===== src/rtl/mpd_params.svh =====
`ifndef MPD_PARAMS_SVH
`define MPD_PARAMS_SVH

// register numbers, used directly as register addresses
`define MPD_OFS_BASE_CAPTURE   16'hadd5
`define MPD_OFS_AXIS_DISABLE   16'hadd6
`define MPD_OFS_COMP_MED_OFF   16'hadd7
`define MPD_OFS_SENSE_MED_OFF  16'hadd8
`define MPD_OFS_SMOOTHING      16'hadd9
`define MPD_OFS_ON_QUALIFY     16'hadda
`define MPD_OFS_OFF_QUALIFY    16'haddb
`define MPD_OFS_RATE_LIMIT     16'haddd
`define MPD_OFS_ON_POINT       16'hadde
`define MPD_OFS_OFF_MARGIN     16'haddf
`define MPD_OFS_DRIFT_TIME     16'hade0
`define MPD_OFS_DRIFT_LIMIT    16'hade1
`define MPD_OFS_DRIFT_TAU      16'hade2
`define MPD_OFS_DETECT_RESULT  16'hade8
`define MPD_OFS_DEV_TOTAL      16'hade9
`define MPD_OFS_DEV_X          16'hadea
`define MPD_OFS_DEV_Y          16'hadeb
`define MPD_OFS_DEV_Z          16'hadec
`define MPD_OFS_AMBIENT_X      16'haded
`define MPD_OFS_AMBIENT_Y      16'hadee
`define MPD_OFS_AMBIENT_Z      16'hadef
`define MPD_OFS_UNFILT_X       16'hadf0
`define MPD_OFS_UNFILT_Y       16'hadf1
`define MPD_OFS_UNFILT_Z       16'hadf2

// field positions
`define MPD_BIT_CAPTURE        0
`define MPD_BIT_MED_OFF        0
`define MPD_BIT_PRESENT        0

// reset values
`define MPD_RST_ZERO           16'h0000
`define MPD_RST_ON_POINT       16'h0096
`define MPD_RST_OFF_MARGIN     16'h001e

// filter limits
`define MPD_LVL_MAX            4'h6
`define MPD_TAU_MAX            4'hf
`define MPD_QUAL_MAX           8'hff
`define MPD_SUM_MAX            16'hffff

`endif


===== src/rtl/mpd_pkg.sv =====
package mpd_pkg;

  typedef struct packed {
    logic [15:0] z;
    logic [15:0] y;
    logic [15:0] x;
  } mpd_xyz_t;

  typedef struct packed {
    logic        wr;
    logic        rd;
    logic [15:0] addr;
    logic [15:0] data;
  } mpd_reg_req_t;

  typedef enum logic {
    MPD_OFF = 1'b0,
    MPD_ON  = 1'b1
  } mpd_pres_t;

endpackage


===== src/rtl/mpd_detector.sv =====
`timescale 1ns/10ps
`include "mpd_params.svh"

//Overview of operation
// [RQ1] writing one to baseline_capture latches the current X, Y, Z ambient as baseline
// [RQ2] once a baseline exists, deviation is reported; bigger disturbance gives bigger value
// [RQ3] axis_disable_mask bits 0, 1, 2 remove X, Y, Z from sensing
// [RQ4] comp_median_off set to one bypasses the compensation path median filter
// [RQ5] sense_median_off set to one bypasses the sensing path median filter
// [RQ6] smoothing_level 0 to 6 sets low-pass strength, 0 weakest, 6 strongest
// [RQ7] on_qualify_count 1..255 consecutive high samples needed to go on; 0 disables
// [RQ8] off_qualify_count 1..255 consecutive low samples needed to go off; 0 disables
// [RQ9] on when reading exceeds on_point, off only below on_point minus off_margin
// [RQ10] on_point and off_margin accept the full unsigned 16-bit range
// [RQ11] on_point resets to 150 and off_margin to 30, off point 120
// [RQ12] result LSB set while on, cleared once reading drops below off point
// [RQ13] drift tracking moves baseline toward ambient while readings stay under limit
// [RQ14] baseline tracking passes through a low-pass step set by drift_track_tau
// [RQ15] deviation_total combines the X, Y and Z deviations
// [RQ16] each axis deviation is the distance between baseline and current reading
// [RQ17] each axis baseline is readable in its own register
// [RQ18] each axis unfiltered reading is readable in its own register
// [RQ19] rate_change_limit sets a rate-of-change filter on the reported magnitude
// [RQ20] disabled axes add zero to the total, which saturates at 16-bit maximum
// [RQ21] capture is single-shot and completes before the next sample is processed
module mpd_detector
  import mpd_pkg::*;
#(
  parameter int AXES = 3,
  parameter int W    = 16
) (
  input  wire logic         i_clk,
  input  wire logic         i_resetn,
  input  wire logic         i_smp_valid,
  input  wire mpd_xyz_t     i_smp,
  input  wire mpd_reg_req_t i_reg,
  output logic [15:0]       o_reg_rdata,
  output logic              o_reg_rvalid,
  output logic              o_present,
  output logic [15:0]       o_magnitude
);

  // configuration registers
  logic [15:0] axis_mask_r;
  logic [15:0] comp_med_off_r;
  logic [15:0] sense_med_off_r;
  logic [15:0] smoothing_r;
  logic [15:0] on_qual_r;
  logic [15:0] off_qual_r;
  logic [15:0] rate_limit_r;
  logic [15:0] on_point_r;
  logic [15:0] off_margin_r;
  logic [15:0] drift_time_r;
  logic [15:0] drift_limit_r;
  logic [15:0] drift_tau_r;

  // datapath state
  logic [AXES-1:0][W-1:0] raw_a;
  logic [AXES-1:0][W-1:0] unfilt_r;
  logic [AXES-1:0][W-1:0] sense_med;
  logic [AXES-1:0][W-1:0] comp_med;
  logic [AXES-1:0]        sense_vld;
  logic [AXES-1:0]        comp_vld;
  logic [AXES-1:0][W-1:0] filt_r;
  logic [AXES-1:0][W-1:0] comp_r;
  logic [AXES-1:0][W-1:0] base_r;
  logic [AXES-1:0][W-1:0] dev_r;
  logic                   have_base_r;
  logic [15:0]            total_r;
  logic [15:0]            total_nxt;
  logic [15:0]            mag_r;
  logic [15:0]            drift_cnt_r;
  logic                   drift_fire;
  logic                   vld2_r;
  logic                   vld3_r;
  logic                   vld4_r;
  logic                   capture_wr;
  mpd_pres_t              pres_r;
  logic [7:0]             hi_cnt_r;
  logic [7:0]             lo_cnt_r;
  logic [7:0]             hi_qual;
  logic [7:0]             lo_qual;
  logic [15:0]            off_pt;
  logic                   above;
  logic                   below;
  logic [3:0]             lvl;
  logic [3:0]             tau;
  logic [15:0]            mag_diff;
  logic [15:0]            rdata_nxt;

  // one low-pass step of cur toward tgt, shift 0 jumps straight to tgt
  function automatic logic [15:0] lp_step(input logic [15:0] cur,
                                          input logic [15:0] tgt,
                                          input logic [3:0]  sh);
    logic signed [16:0] d;
    logic signed [16:0] s;
    d = $signed({1'b0, tgt}) - $signed({1'b0, cur});
    s = d >>> sh;
    lp_step = 16'($signed({1'b0, cur}) + s);
  endfunction

  function automatic logic [15:0] absdiff(input logic [15:0] a, input logic [15:0] b);
    absdiff = (a > b) ? 16'(a - b) : 16'(b - a);
  endfunction

  assign raw_a      = i_smp;
  assign capture_wr = i_reg.wr && (i_reg.addr == `MPD_OFS_BASE_CAPTURE)
                      && i_reg.data[`MPD_BIT_CAPTURE];

  // register writes; capture is a trigger and is not stored
  always_ff @(posedge i_clk) begin
    if (!i_resetn) begin
      axis_mask_r     <= `MPD_RST_ZERO;
      comp_med_off_r  <= `MPD_RST_ZERO;
      sense_med_off_r <= `MPD_RST_ZERO;
      smoothing_r     <= `MPD_RST_ZERO;
      on_qual_r       <= `MPD_RST_ZERO;
      off_qual_r      <= `MPD_RST_ZERO;
      rate_limit_r    <= `MPD_RST_ZERO;
      on_point_r      <= `MPD_RST_ON_POINT;   // [RQ11]
      off_margin_r    <= `MPD_RST_OFF_MARGIN; // [RQ11]
      drift_time_r    <= `MPD_RST_ZERO;
      drift_limit_r   <= `MPD_RST_ZERO;
      drift_tau_r     <= `MPD_RST_ZERO;
    end else if (i_reg.wr) begin
      case (i_reg.addr)
        `MPD_OFS_AXIS_DISABLE:  axis_mask_r     <= i_reg.data;
        `MPD_OFS_COMP_MED_OFF:  comp_med_off_r  <= i_reg.data;
        `MPD_OFS_SENSE_MED_OFF: sense_med_off_r <= i_reg.data;
        `MPD_OFS_SMOOTHING:     smoothing_r     <= i_reg.data;
        `MPD_OFS_ON_QUALIFY:    on_qual_r       <= i_reg.data;
        `MPD_OFS_OFF_QUALIFY:   off_qual_r      <= i_reg.data;
        `MPD_OFS_RATE_LIMIT:    rate_limit_r    <= i_reg.data;
        `MPD_OFS_ON_POINT:      on_point_r      <= i_reg.data; // [RQ10]
        `MPD_OFS_OFF_MARGIN:    off_margin_r    <= i_reg.data; // [RQ10]
        `MPD_OFS_DRIFT_TIME:    drift_time_r    <= i_reg.data;
        `MPD_OFS_DRIFT_LIMIT:   drift_limit_r   <= i_reg.data;
        `MPD_OFS_DRIFT_TAU:     drift_tau_r     <= i_reg.data;
        default: ;
      endcase
    end
  end

  // out-of-range settings clamp to the strongest filter rather than wrapping
  assign lvl = (smoothing_r > 16'(`MPD_LVL_MAX)) ? `MPD_LVL_MAX : smoothing_r[3:0]; // [RQ6]
  assign tau = (drift_tau_r > 16'(`MPD_TAU_MAX)) ? `MPD_TAU_MAX : drift_tau_r[3:0];

  // per-axis capture, median filters and low-pass
  genvar g;
  generate
    for (g = 0; g < AXES; g++) begin : g_axis
      always_ff @(posedge i_clk) begin
        if (!i_resetn) begin
          unfilt_r[g] <= '0;
        end else if (i_smp_valid) begin
          unfilt_r[g] <= raw_a[g]; // [RQ18]
        end
      end

      mpd_median3 #(.W(W)) u_sense_med (
        .i_clk    (i_clk),
        .i_resetn (i_resetn),
        .i_valid  (i_smp_valid),
        .i_bypass (sense_med_off_r[`MPD_BIT_MED_OFF]), // [RQ5]
        .i_din    (raw_a[g]),
        .o_valid  (sense_vld[g]),
        .o_dout   (sense_med[g])
      );

      mpd_median3 #(.W(W)) u_comp_med (
        .i_clk    (i_clk),
        .i_resetn (i_resetn),
        .i_valid  (i_smp_valid),
        .i_bypass (comp_med_off_r[`MPD_BIT_MED_OFF]), // [RQ4]
        .i_din    (raw_a[g]),
        .o_valid  (comp_vld[g]),
        .o_dout   (comp_med[g])
      );

      always_ff @(posedge i_clk) begin
        if (!i_resetn) begin
          filt_r[g] <= '0;
          comp_r[g] <= '0;
        end else begin
          if (sense_vld[g]) begin
            filt_r[g] <= lp_step(filt_r[g], sense_med[g], lvl); // [RQ6]
          end
          if (comp_vld[g]) begin
            comp_r[g] <= comp_med[g];
          end
        end
      end

      // no baseline yet means nothing to deviate from
      always_ff @(posedge i_clk) begin
        if (!i_resetn) begin
          dev_r[g] <= '0;
        end else if (vld2_r) begin
          dev_r[g] <= have_base_r ? absdiff(filt_r[g], base_r[g]) : '0; // [RQ2] [RQ16]
        end
      end

      always_ff @(posedge i_clk) begin
        if (!i_resetn) begin
          base_r[g] <= '0;
        end else if (capture_wr) begin
          base_r[g] <= comp_r[g]; // [RQ1] [RQ21]
        end else if (drift_fire) begin
          base_r[g] <= lp_step(base_r[g], comp_r[g], tau); // [RQ13] [RQ14]
        end
      end
    end
  endgenerate

  // stage strobes; capture lands in the write cycle, ahead of any later sample
  always_ff @(posedge i_clk) begin
    if (!i_resetn) begin
      vld2_r      <= 1'b0;
      vld3_r      <= 1'b0;
      vld4_r      <= 1'b0;
      have_base_r <= 1'b0;
    end else begin
      vld2_r <= sense_vld[0];
      vld3_r <= vld2_r;
      vld4_r <= vld3_r;
      if (capture_wr) begin
        have_base_r <= 1'b1; // [RQ1]
      end
    end
  end

  // saturating sum of the enabled axes
  always_comb begin
    logic [17:0] sum;
    sum = '0;
    for (int i = 0; i < AXES; i++) begin
      if (!axis_mask_r[i]) begin // [RQ3] [RQ20]
        sum = sum + 18'(dev_r[i]); // [RQ15]
      end
    end
    total_nxt = (sum > 18'(`MPD_SUM_MAX)) ? `MPD_SUM_MAX : sum[15:0]; // [RQ20]
  end

  always_ff @(posedge i_clk) begin
    if (!i_resetn) begin
      total_r <= '0;
    end else if (vld3_r) begin
      total_r <= total_nxt; // [RQ15]
    end
  end

  // small moves below the rate limit are held back to suppress jitter
  assign mag_diff = absdiff(total_r, mag_r);

  always_ff @(posedge i_clk) begin
    if (!i_resetn) begin
      mag_r <= '0;
    end else if (vld4_r) begin
      if (rate_limit_r == '0 || mag_diff >= rate_limit_r) begin // [RQ19]
        mag_r <= total_r;
      end
    end
  end

  // drift tracking: one step per drift_track_time quiet samples, time 0 turns it off
  assign drift_fire = vld4_r && (drift_time_r != '0) && (total_r < drift_limit_r)
                      && (17'(drift_cnt_r) + 17'h00001 >= 17'(drift_time_r)) && !capture_wr;

  always_ff @(posedge i_clk) begin
    if (!i_resetn) begin
      drift_cnt_r <= '0;
    end else if (capture_wr) begin
      drift_cnt_r <= '0;
    end else if (vld4_r) begin
      if (drift_time_r == '0 || total_r >= drift_limit_r || drift_fire) begin // [RQ13]
        drift_cnt_r <= '0;
      end else begin
        drift_cnt_r <= 16'(drift_cnt_r + 16'h0001);
      end
    end
  end

  // presence decision, evaluated once per reported magnitude
  assign off_pt  = (off_margin_r > on_point_r) ? '0 : 16'(on_point_r - off_margin_r);
  assign above   = mag_r > on_point_r; // [RQ9]
  assign below   = mag_r < off_pt;     // [RQ9]
  assign hi_qual = (on_qual_r[15:8] != '0) ? `MPD_QUAL_MAX : on_qual_r[7:0];
  assign lo_qual = (off_qual_r[15:8] != '0) ? `MPD_QUAL_MAX : off_qual_r[7:0];

  logic presence_pending;
  assign presence_pending = vld4_r;

  logic vld5_r;
  always_ff @(posedge i_clk) begin
    if (!i_resetn) begin
      vld5_r <= 1'b0;
    end else begin
      vld5_r <= presence_pending;
    end
  end

  always_ff @(posedge i_clk) begin
    if (!i_resetn) begin
      pres_r   <= MPD_OFF;
      hi_cnt_r <= '0;
      lo_cnt_r <= '0;
    end else if (vld5_r) begin
      unique case (pres_r)
        MPD_OFF: begin
          lo_cnt_r <= '0;
          if (above) begin
            if (hi_qual == '0 || 9'(hi_cnt_r) + 9'h001 >= 9'(hi_qual)) begin // [RQ7]
              pres_r   <= MPD_ON;
              hi_cnt_r <= '0;
            end else begin
              hi_cnt_r <= 8'(hi_cnt_r + 8'h01);
            end
          end else begin
            hi_cnt_r <= '0; // [RQ7]
          end
        end
        MPD_ON: begin
          hi_cnt_r <= '0;
          if (below) begin
            if (lo_qual == '0 || 9'(lo_cnt_r) + 9'h001 >= 9'(lo_qual)) begin // [RQ8]
              pres_r   <= MPD_OFF;
              lo_cnt_r <= '0;
            end else begin
              lo_cnt_r <= 8'(lo_cnt_r + 8'h01);
            end
          end else begin
            lo_cnt_r <= '0; // [RQ8]
          end
        end
      endcase
    end
  end

  assign o_present   = (pres_r == MPD_ON); // [RQ12]
  assign o_magnitude = mag_r;

  // register reads; unmapped numbers and the capture trigger read as zero
  always_comb begin
    rdata_nxt = '0;
    case (i_reg.addr)
      `MPD_OFS_AXIS_DISABLE:  rdata_nxt = axis_mask_r;
      `MPD_OFS_COMP_MED_OFF:  rdata_nxt = comp_med_off_r;
      `MPD_OFS_SENSE_MED_OFF: rdata_nxt = sense_med_off_r;
      `MPD_OFS_SMOOTHING:     rdata_nxt = smoothing_r;
      `MPD_OFS_ON_QUALIFY:    rdata_nxt = on_qual_r;
      `MPD_OFS_OFF_QUALIFY:   rdata_nxt = off_qual_r;
      `MPD_OFS_RATE_LIMIT:    rdata_nxt = rate_limit_r;
      `MPD_OFS_ON_POINT:      rdata_nxt = on_point_r;
      `MPD_OFS_OFF_MARGIN:    rdata_nxt = off_margin_r;
      `MPD_OFS_DRIFT_TIME:    rdata_nxt = drift_time_r;
      `MPD_OFS_DRIFT_LIMIT:   rdata_nxt = drift_limit_r;
      `MPD_OFS_DRIFT_TAU:     rdata_nxt = drift_tau_r;
      `MPD_OFS_DETECT_RESULT: rdata_nxt = {15'h0000, o_present}; // [RQ12]
      `MPD_OFS_DEV_TOTAL:     rdata_nxt = total_r;   // [RQ15]
      `MPD_OFS_DEV_X:         rdata_nxt = dev_r[0];  // [RQ16]
      `MPD_OFS_DEV_Y:         rdata_nxt = dev_r[1];  // [RQ16]
      `MPD_OFS_DEV_Z:         rdata_nxt = dev_r[2];  // [RQ16]
      `MPD_OFS_AMBIENT_X:     rdata_nxt = base_r[0]; // [RQ17]
      `MPD_OFS_AMBIENT_Y:     rdata_nxt = base_r[1]; // [RQ17]
      `MPD_OFS_AMBIENT_Z:     rdata_nxt = base_r[2]; // [RQ17]
      `MPD_OFS_UNFILT_X:      rdata_nxt = unfilt_r[0]; // [RQ18]
      `MPD_OFS_UNFILT_Y:      rdata_nxt = unfilt_r[1]; // [RQ18]
      `MPD_OFS_UNFILT_Z:      rdata_nxt = unfilt_r[2]; // [RQ18]
      default:                rdata_nxt = '0;
    endcase
  end

  always_ff @(posedge i_clk) begin
    if (!i_resetn) begin
      o_reg_rdata  <= '0;
      o_reg_rvalid <= 1'b0;
    end else begin
      o_reg_rvalid <= i_reg.rd;
      if (i_reg.rd) begin
        o_reg_rdata <= rdata_nxt;
      end
    end
  end

endmodule


===== src/rtl/mpd_median3.sv =====
`timescale 1ns/10ps
module mpd_median3 #(
  parameter int W = 16
) (
  input  wire logic         i_clk,
  input  wire logic         i_resetn,
  input  wire logic         i_valid,
  input  wire logic         i_bypass,
  input  wire logic [W-1:0] i_din,
  output logic              o_valid,
  output logic [W-1:0]      o_dout
);

  logic [W-1:0] prev1_r;
  logic [W-1:0] prev2_r;
  logic [W-1:0] lo;
  logic [W-1:0] hi;
  logic [W-1:0] med;

  always_comb begin
    lo  = (i_din < prev1_r) ? i_din : prev1_r;
    hi  = (i_din < prev1_r) ? prev1_r : i_din;
    med = (hi < prev2_r) ? hi : prev2_r;
    med = (med > lo) ? med : lo;
  end

  always_ff @(posedge i_clk) begin
    if (!i_resetn) begin
      prev1_r <= '0;
      prev2_r <= '0;
      o_dout  <= '0;
      o_valid <= 1'b0;
    end else begin
      o_valid <= i_valid;
      if (i_valid) begin
        prev1_r <= i_din;
        prev2_r <= prev1_r;
        // history keeps filling while bypassed so re-enabling starts clean
        o_dout  <= i_bypass ? i_din : med;
      end
    end
  end

endmodule


===== config.mk =====
export PLATFORM = sky130hd
export DESIGN_NAME = mpd_detector
export DESIGN_NICKNAME = d
export VERILOG_FILES = /design/src/rtl/mpd_pkg.sv /design/src/rtl/mpd_detector.sv /design/src/rtl/mpd_median3.sv
export VERILOG_INCLUDE_DIRS = /design/src /design/src/rtl
export SDC_FILE = /design/constraint.sdc
export NUM_CORES = 2
export LEC_CHECK = 0
export ABC_AREA = 1
export BUFFER_PORTS_ARGS = -buffer_cell sky130_fd_sc_hd__buf_4
export CORE_ASPECT_RATIO = 0.8
export CORE_MARGIN = 2
export CORE_UTILIZATION = 30
export CTS_CLUSTER_DIAMETER = 80
export DETAILED_ROUTE_END_ITERATION = 10
export SYNTH_ARGS = -nofsm -noshare
export SYNTH_HDL_FRONTEND = slang
export SYNTH_SLANG_ARGS = --single-unit

===== constraint.sdc =====
create_clock -name i_clk -period 5.2 [get_ports i_clk]
set_input_delay 0 -clock i_clk [delete_from_list [all_inputs] [get_ports i_clk]]
set_output_delay 0 -clock i_clk [all_outputs]
set_load 0.02 [all_outputs]

==> qor.csv <==
metric,value,unit
period utilization,96.4,%
clk_lat worst skew,740,ps
#FFs+latches synth,664,
Comb power frac,51.3,%
share of flip-flops with an asynchronous set or reset,0,%
Sw Ratio,43.2,%
mean post-synth cell area,6.55,sq um
initial antenna violation count,9,
Worst-path clk slew,60,ps
ys flop type,dfxtp_1,
Avg WL per Cell,19.3,um
WL final,216000,um
RSZ-0062 raised after global routing,true,
post-synth cell types,60,
Filler cells,19447,
area of the multi-input gates,36500,sq um
final core utilization,36.2,%
Die X,482,um
Slew headroom,17.7,%
largest net degree at the start of global routing,166,
internal power,14.4,mW
CTS tree,yes,
Die Span Y,386,um
Max Cap Violations,0,
Top-Level Pins,119,
Critical Path Source Type,flop,
Rows,140,
Crit Reg-Reg Startpoint,g_axis[2].u_sense_med.prev1_r[9]$_SDFFE_PN0P_,
IO Port Bufs,118,
DRT Pass-1 Iters,6,
Core ar.,182000,sq um
flop2flop setup slack,190,ps
Placer Congestion,1.05,
Worst EP required,5800,ps
Layout Nets,9418,
Initial Util,30.2,%
vias in the first global route,54159,
crit path capture type,flop,
clk_skew,44.0,ps
clock share of power,25.9,%
post-synthesis sequential area ratio,24.2,%
CTS max path bufs,3,
via/cell ratio,5.25,
H-tree depth,3,
HP Class,in -> reg,
share of post-route cells with drive strength above 1,10.3,%
hold depth,5,
critical path class,reg -> reg,
total grt overflow,0,
Non-Filler Instances,11201,
share of power burned in registers,22.7,%
worst vdd ir,0.000330,V
pre-CTS setup slack,-189,ps
Hold EP,drift_time_r[12]$_SDFFE_PN0P_,
Power Dens Cells,385,nW/um^2
# DRC,0,
CTS Buf Count,86,
yosys warns,0,
Final Hold Vio Count,0,
post-synthesis net count,9073,
R2R Path End,g_axis[2].u_sense_med.o_dout[7]$_SDFFE_PN0P_,
number of synthesized flops with an enable pin,0,
"commonest non-fill, non-tap cell in the layout",nand2_1,
Routed Antenna Nets,0,
via count,58856,
post-synthesis instance total,8371,
sequential cell area,13300,sq um
P&R area growth vs syn,19.9,%
status,finished clean,
placed instance count,10884,
clock tree sinks,664,
crit path max fanout,8,
Root Buffer,clkbuf_16,
Tmin final,5010,ps
Total GRT Usage,22.3,%
Worst EP arrival,5610,ps
Pleak,30.5,nW
Worst Tran Pin Value,1220,ps
Max Clk Rate,199,MHz
worst r2r path cells,30,
CP max-delay cell,o221a_4,
Hold Crit Start,i_reg[19],
DIE AREA,186000,sq um
setup ws final,187,ps
"commonest cells after routing, fill and taps aside","1573 x nand2_1, 1165 x inv_1, 1057 x a21oi_1",
final hold slack,55.3,ps
first-pass GRT wire length,324000,um
area of the mapped netlist,54800,sq um
DRT iter0 DRCs,5634,
CP peak stage delay,330,ps
net switching power,10.9,mW
"Slew Viols, Final",0,
final setup vio count,0,
Detailed Place HPWL,167000,um
-- power groups by stage --
| stage | Combinational [mW] | Clock (mW) | Sequential (mW) |
|---|---|---|---|
| after floorplan | 8.70 | 0 | 5.71 |
| after global placement | 11.9 | 0 | 5.85 |
| after detailed placement | 12.0 | 0 | 5.86 |
| after CTS | 12.2 | 6.67 | 5.75 |
| after global routing | 14.6 | 6.87 | 5.79 |
| final | 13.0 | 6.56 | 5.75 |
-- through the flow --
| stage | instance area [sq um] | power, mW | setup TNS, ps |
|---|---|---|---|
| 2_1_floorplan | 54800 | 14.4 | 0 |
| 3_3_place_gp | 60300 | 17.7 | -4250 |
| 3_5_place_dp | 60300 | 17.9 | -7110 |
| 4_1_cts | 64400 | 24.7 | 0 |
| 5_1_grt | 65700 | 27.3 | -4290 |
| 6_report | 65700 | 25.3 | 0 |
-- cells by family after synthesis --
logic type / share of synthesized area, %
simple gates: 21.5
compound gates: 25.3
buf+inv: 10.9
flops: 24.2
fa+ha+maj: 14.4
xor+xnor: 3.34
mux: 0.420
-- worst max-delay path, delay by kind of cell (launching register included) --
family	cells	cell delay, ps
AOI/OAI and AO/OA	10	1820
and+or+nand+nor	11	1180
DFF	1	320
adders and majority gates	3	870
buffers and inverters	6	640
-- routing by layer --
| layer | track usage [%] | wire, um | part of all wire [%] |
|---|---|---|---|
| met4 | 8.06 | 8360 | 3.9 |
| met5 | 0 | 11 | 0.0051 |
| met2 | 33.4 | 89500 | 41 |
| met1 | 31.7 | 100000 | 47 |
| met3 | 3.93 | 17700 | 8.2 |
-- how the worst max path moves through the flow --
stage,start,to,slack [ps]
3_5_place_dp,g_axis[2].u_sense_med.prev1_r[15]$_SDFFE_PN0P_,g_axis[2].u_sense_med.o_dout[4]$_SDFFE_PN0P_,-190
4_1_cts,comp_r[16]$_SDFFE_PN0P_,base_r[31]$_SDFFE_PN0P_,20
6_report,g_axis[2].u_sense_med.prev1_r[9]$_SDFFE_PN0P_,g_axis[2].u_sense_med.o_dout[7]$_SDFFE_PN0P_,190
5_1_grt,g_axis[1].u_sense_med.prev1_r[4]$_SDFFE_PN0P_,g_axis[1].u_comp_med.o_dout[6]$_SDFFE_PN0P_,-110
2_1_floorplan,g_axis[1].u_sense_med.prev1_r[9]$_SDFFE_PN0P_,g_axis[1].u_comp_med.o_dout[5]$_SDFFE_PN0P_,100
3_3_place_gp,comp_r[16]$_SDFFE_PN0P_,base_r[31]$_SDFFE_PN0P_,-150
-- cell type report --
| class | instances | area share, % |
|---|---|---|
| Timing Repair inverter | 1 | 0.00952 |
| Clock buffer | 105 | 3.52 |
| Multi-Input combinational cell | 6140 | 55.5 |
| Inverter | 1182 | 6.78 |
| Antenna cell | 1 | 0.00381 |
| Clock inverter | 53 | 1.14 |
| Timing Repair Buffer | 641 | 8.22 |
| Sequential cell | 664 | 20.2 |
| Tap cell | 2414 | 4.59 |
-- cells in the mapped netlist (all sizes together) (2+ instances only) --
cell     number  share of area, %
nand2      1597                11
inv        1177               8.1
a21oi      1079               9.9
o21ai       841               7.7
dfxtp       664                24
ha          594                14
nand3       470               4.3
nor2        450               3.1
clkbuf      335               2.3
xor2        158               2.5
o22ai       137               1.6
a211oi       76               1.0
a31oi        73              0.83
o21a         70              0.96
nand4        68              0.78
buf          54              0.49
nor3         54              0.51
nor4         54              0.63
xnor2        51              0.81
and2         47              0.54
o211ai       39              0.53
o221ai       36              0.58
or2          31              0.35
o21bai       24              0.33
a21o         23              0.31
fa           23              0.84
mux2i        23              0.42
a21boi       16              0.22
a22oi        16              0.22
o31ai        15              0.21
o41ai        15              0.24
nand3b       13              0.18
a221oi       10              0.16
o221a         9              0.18
clkinv        5             0.034
o2111ai       5             0.080
a211o         3             0.048
a221o         3             0.055
o2bb2ai       3             0.048
a31o          2             0.032
nor3b         2             0.037
o311ai        2             0.046
-- registers in the layout, indices dropped and copies added, names as in the netlist, 32 cells and up --
name                        flops
base_r                         48
comp_r                         48
dev_r                          48
filt_r                         48
g_axis.u_comp_med.o_dout       48
g_axis.u_comp_med.prev2_r      32
g_axis.u_sense_med.o_dout      48
g_axis.u_sense_med.prev1_r     32
-- timing repair --
item | 4_1_cts | 5_1_grt
endpoints found under the hold margin | 387 | 0
setup endpoints to repair | 76 | 161
hold buffers | 100 | 0
buffers inserted | 4 | 43
gates resized for setup | 16 | 260
cloned | 0 | 10
pin swaps | 3 | 75
(Power assumes the default switching activity.)
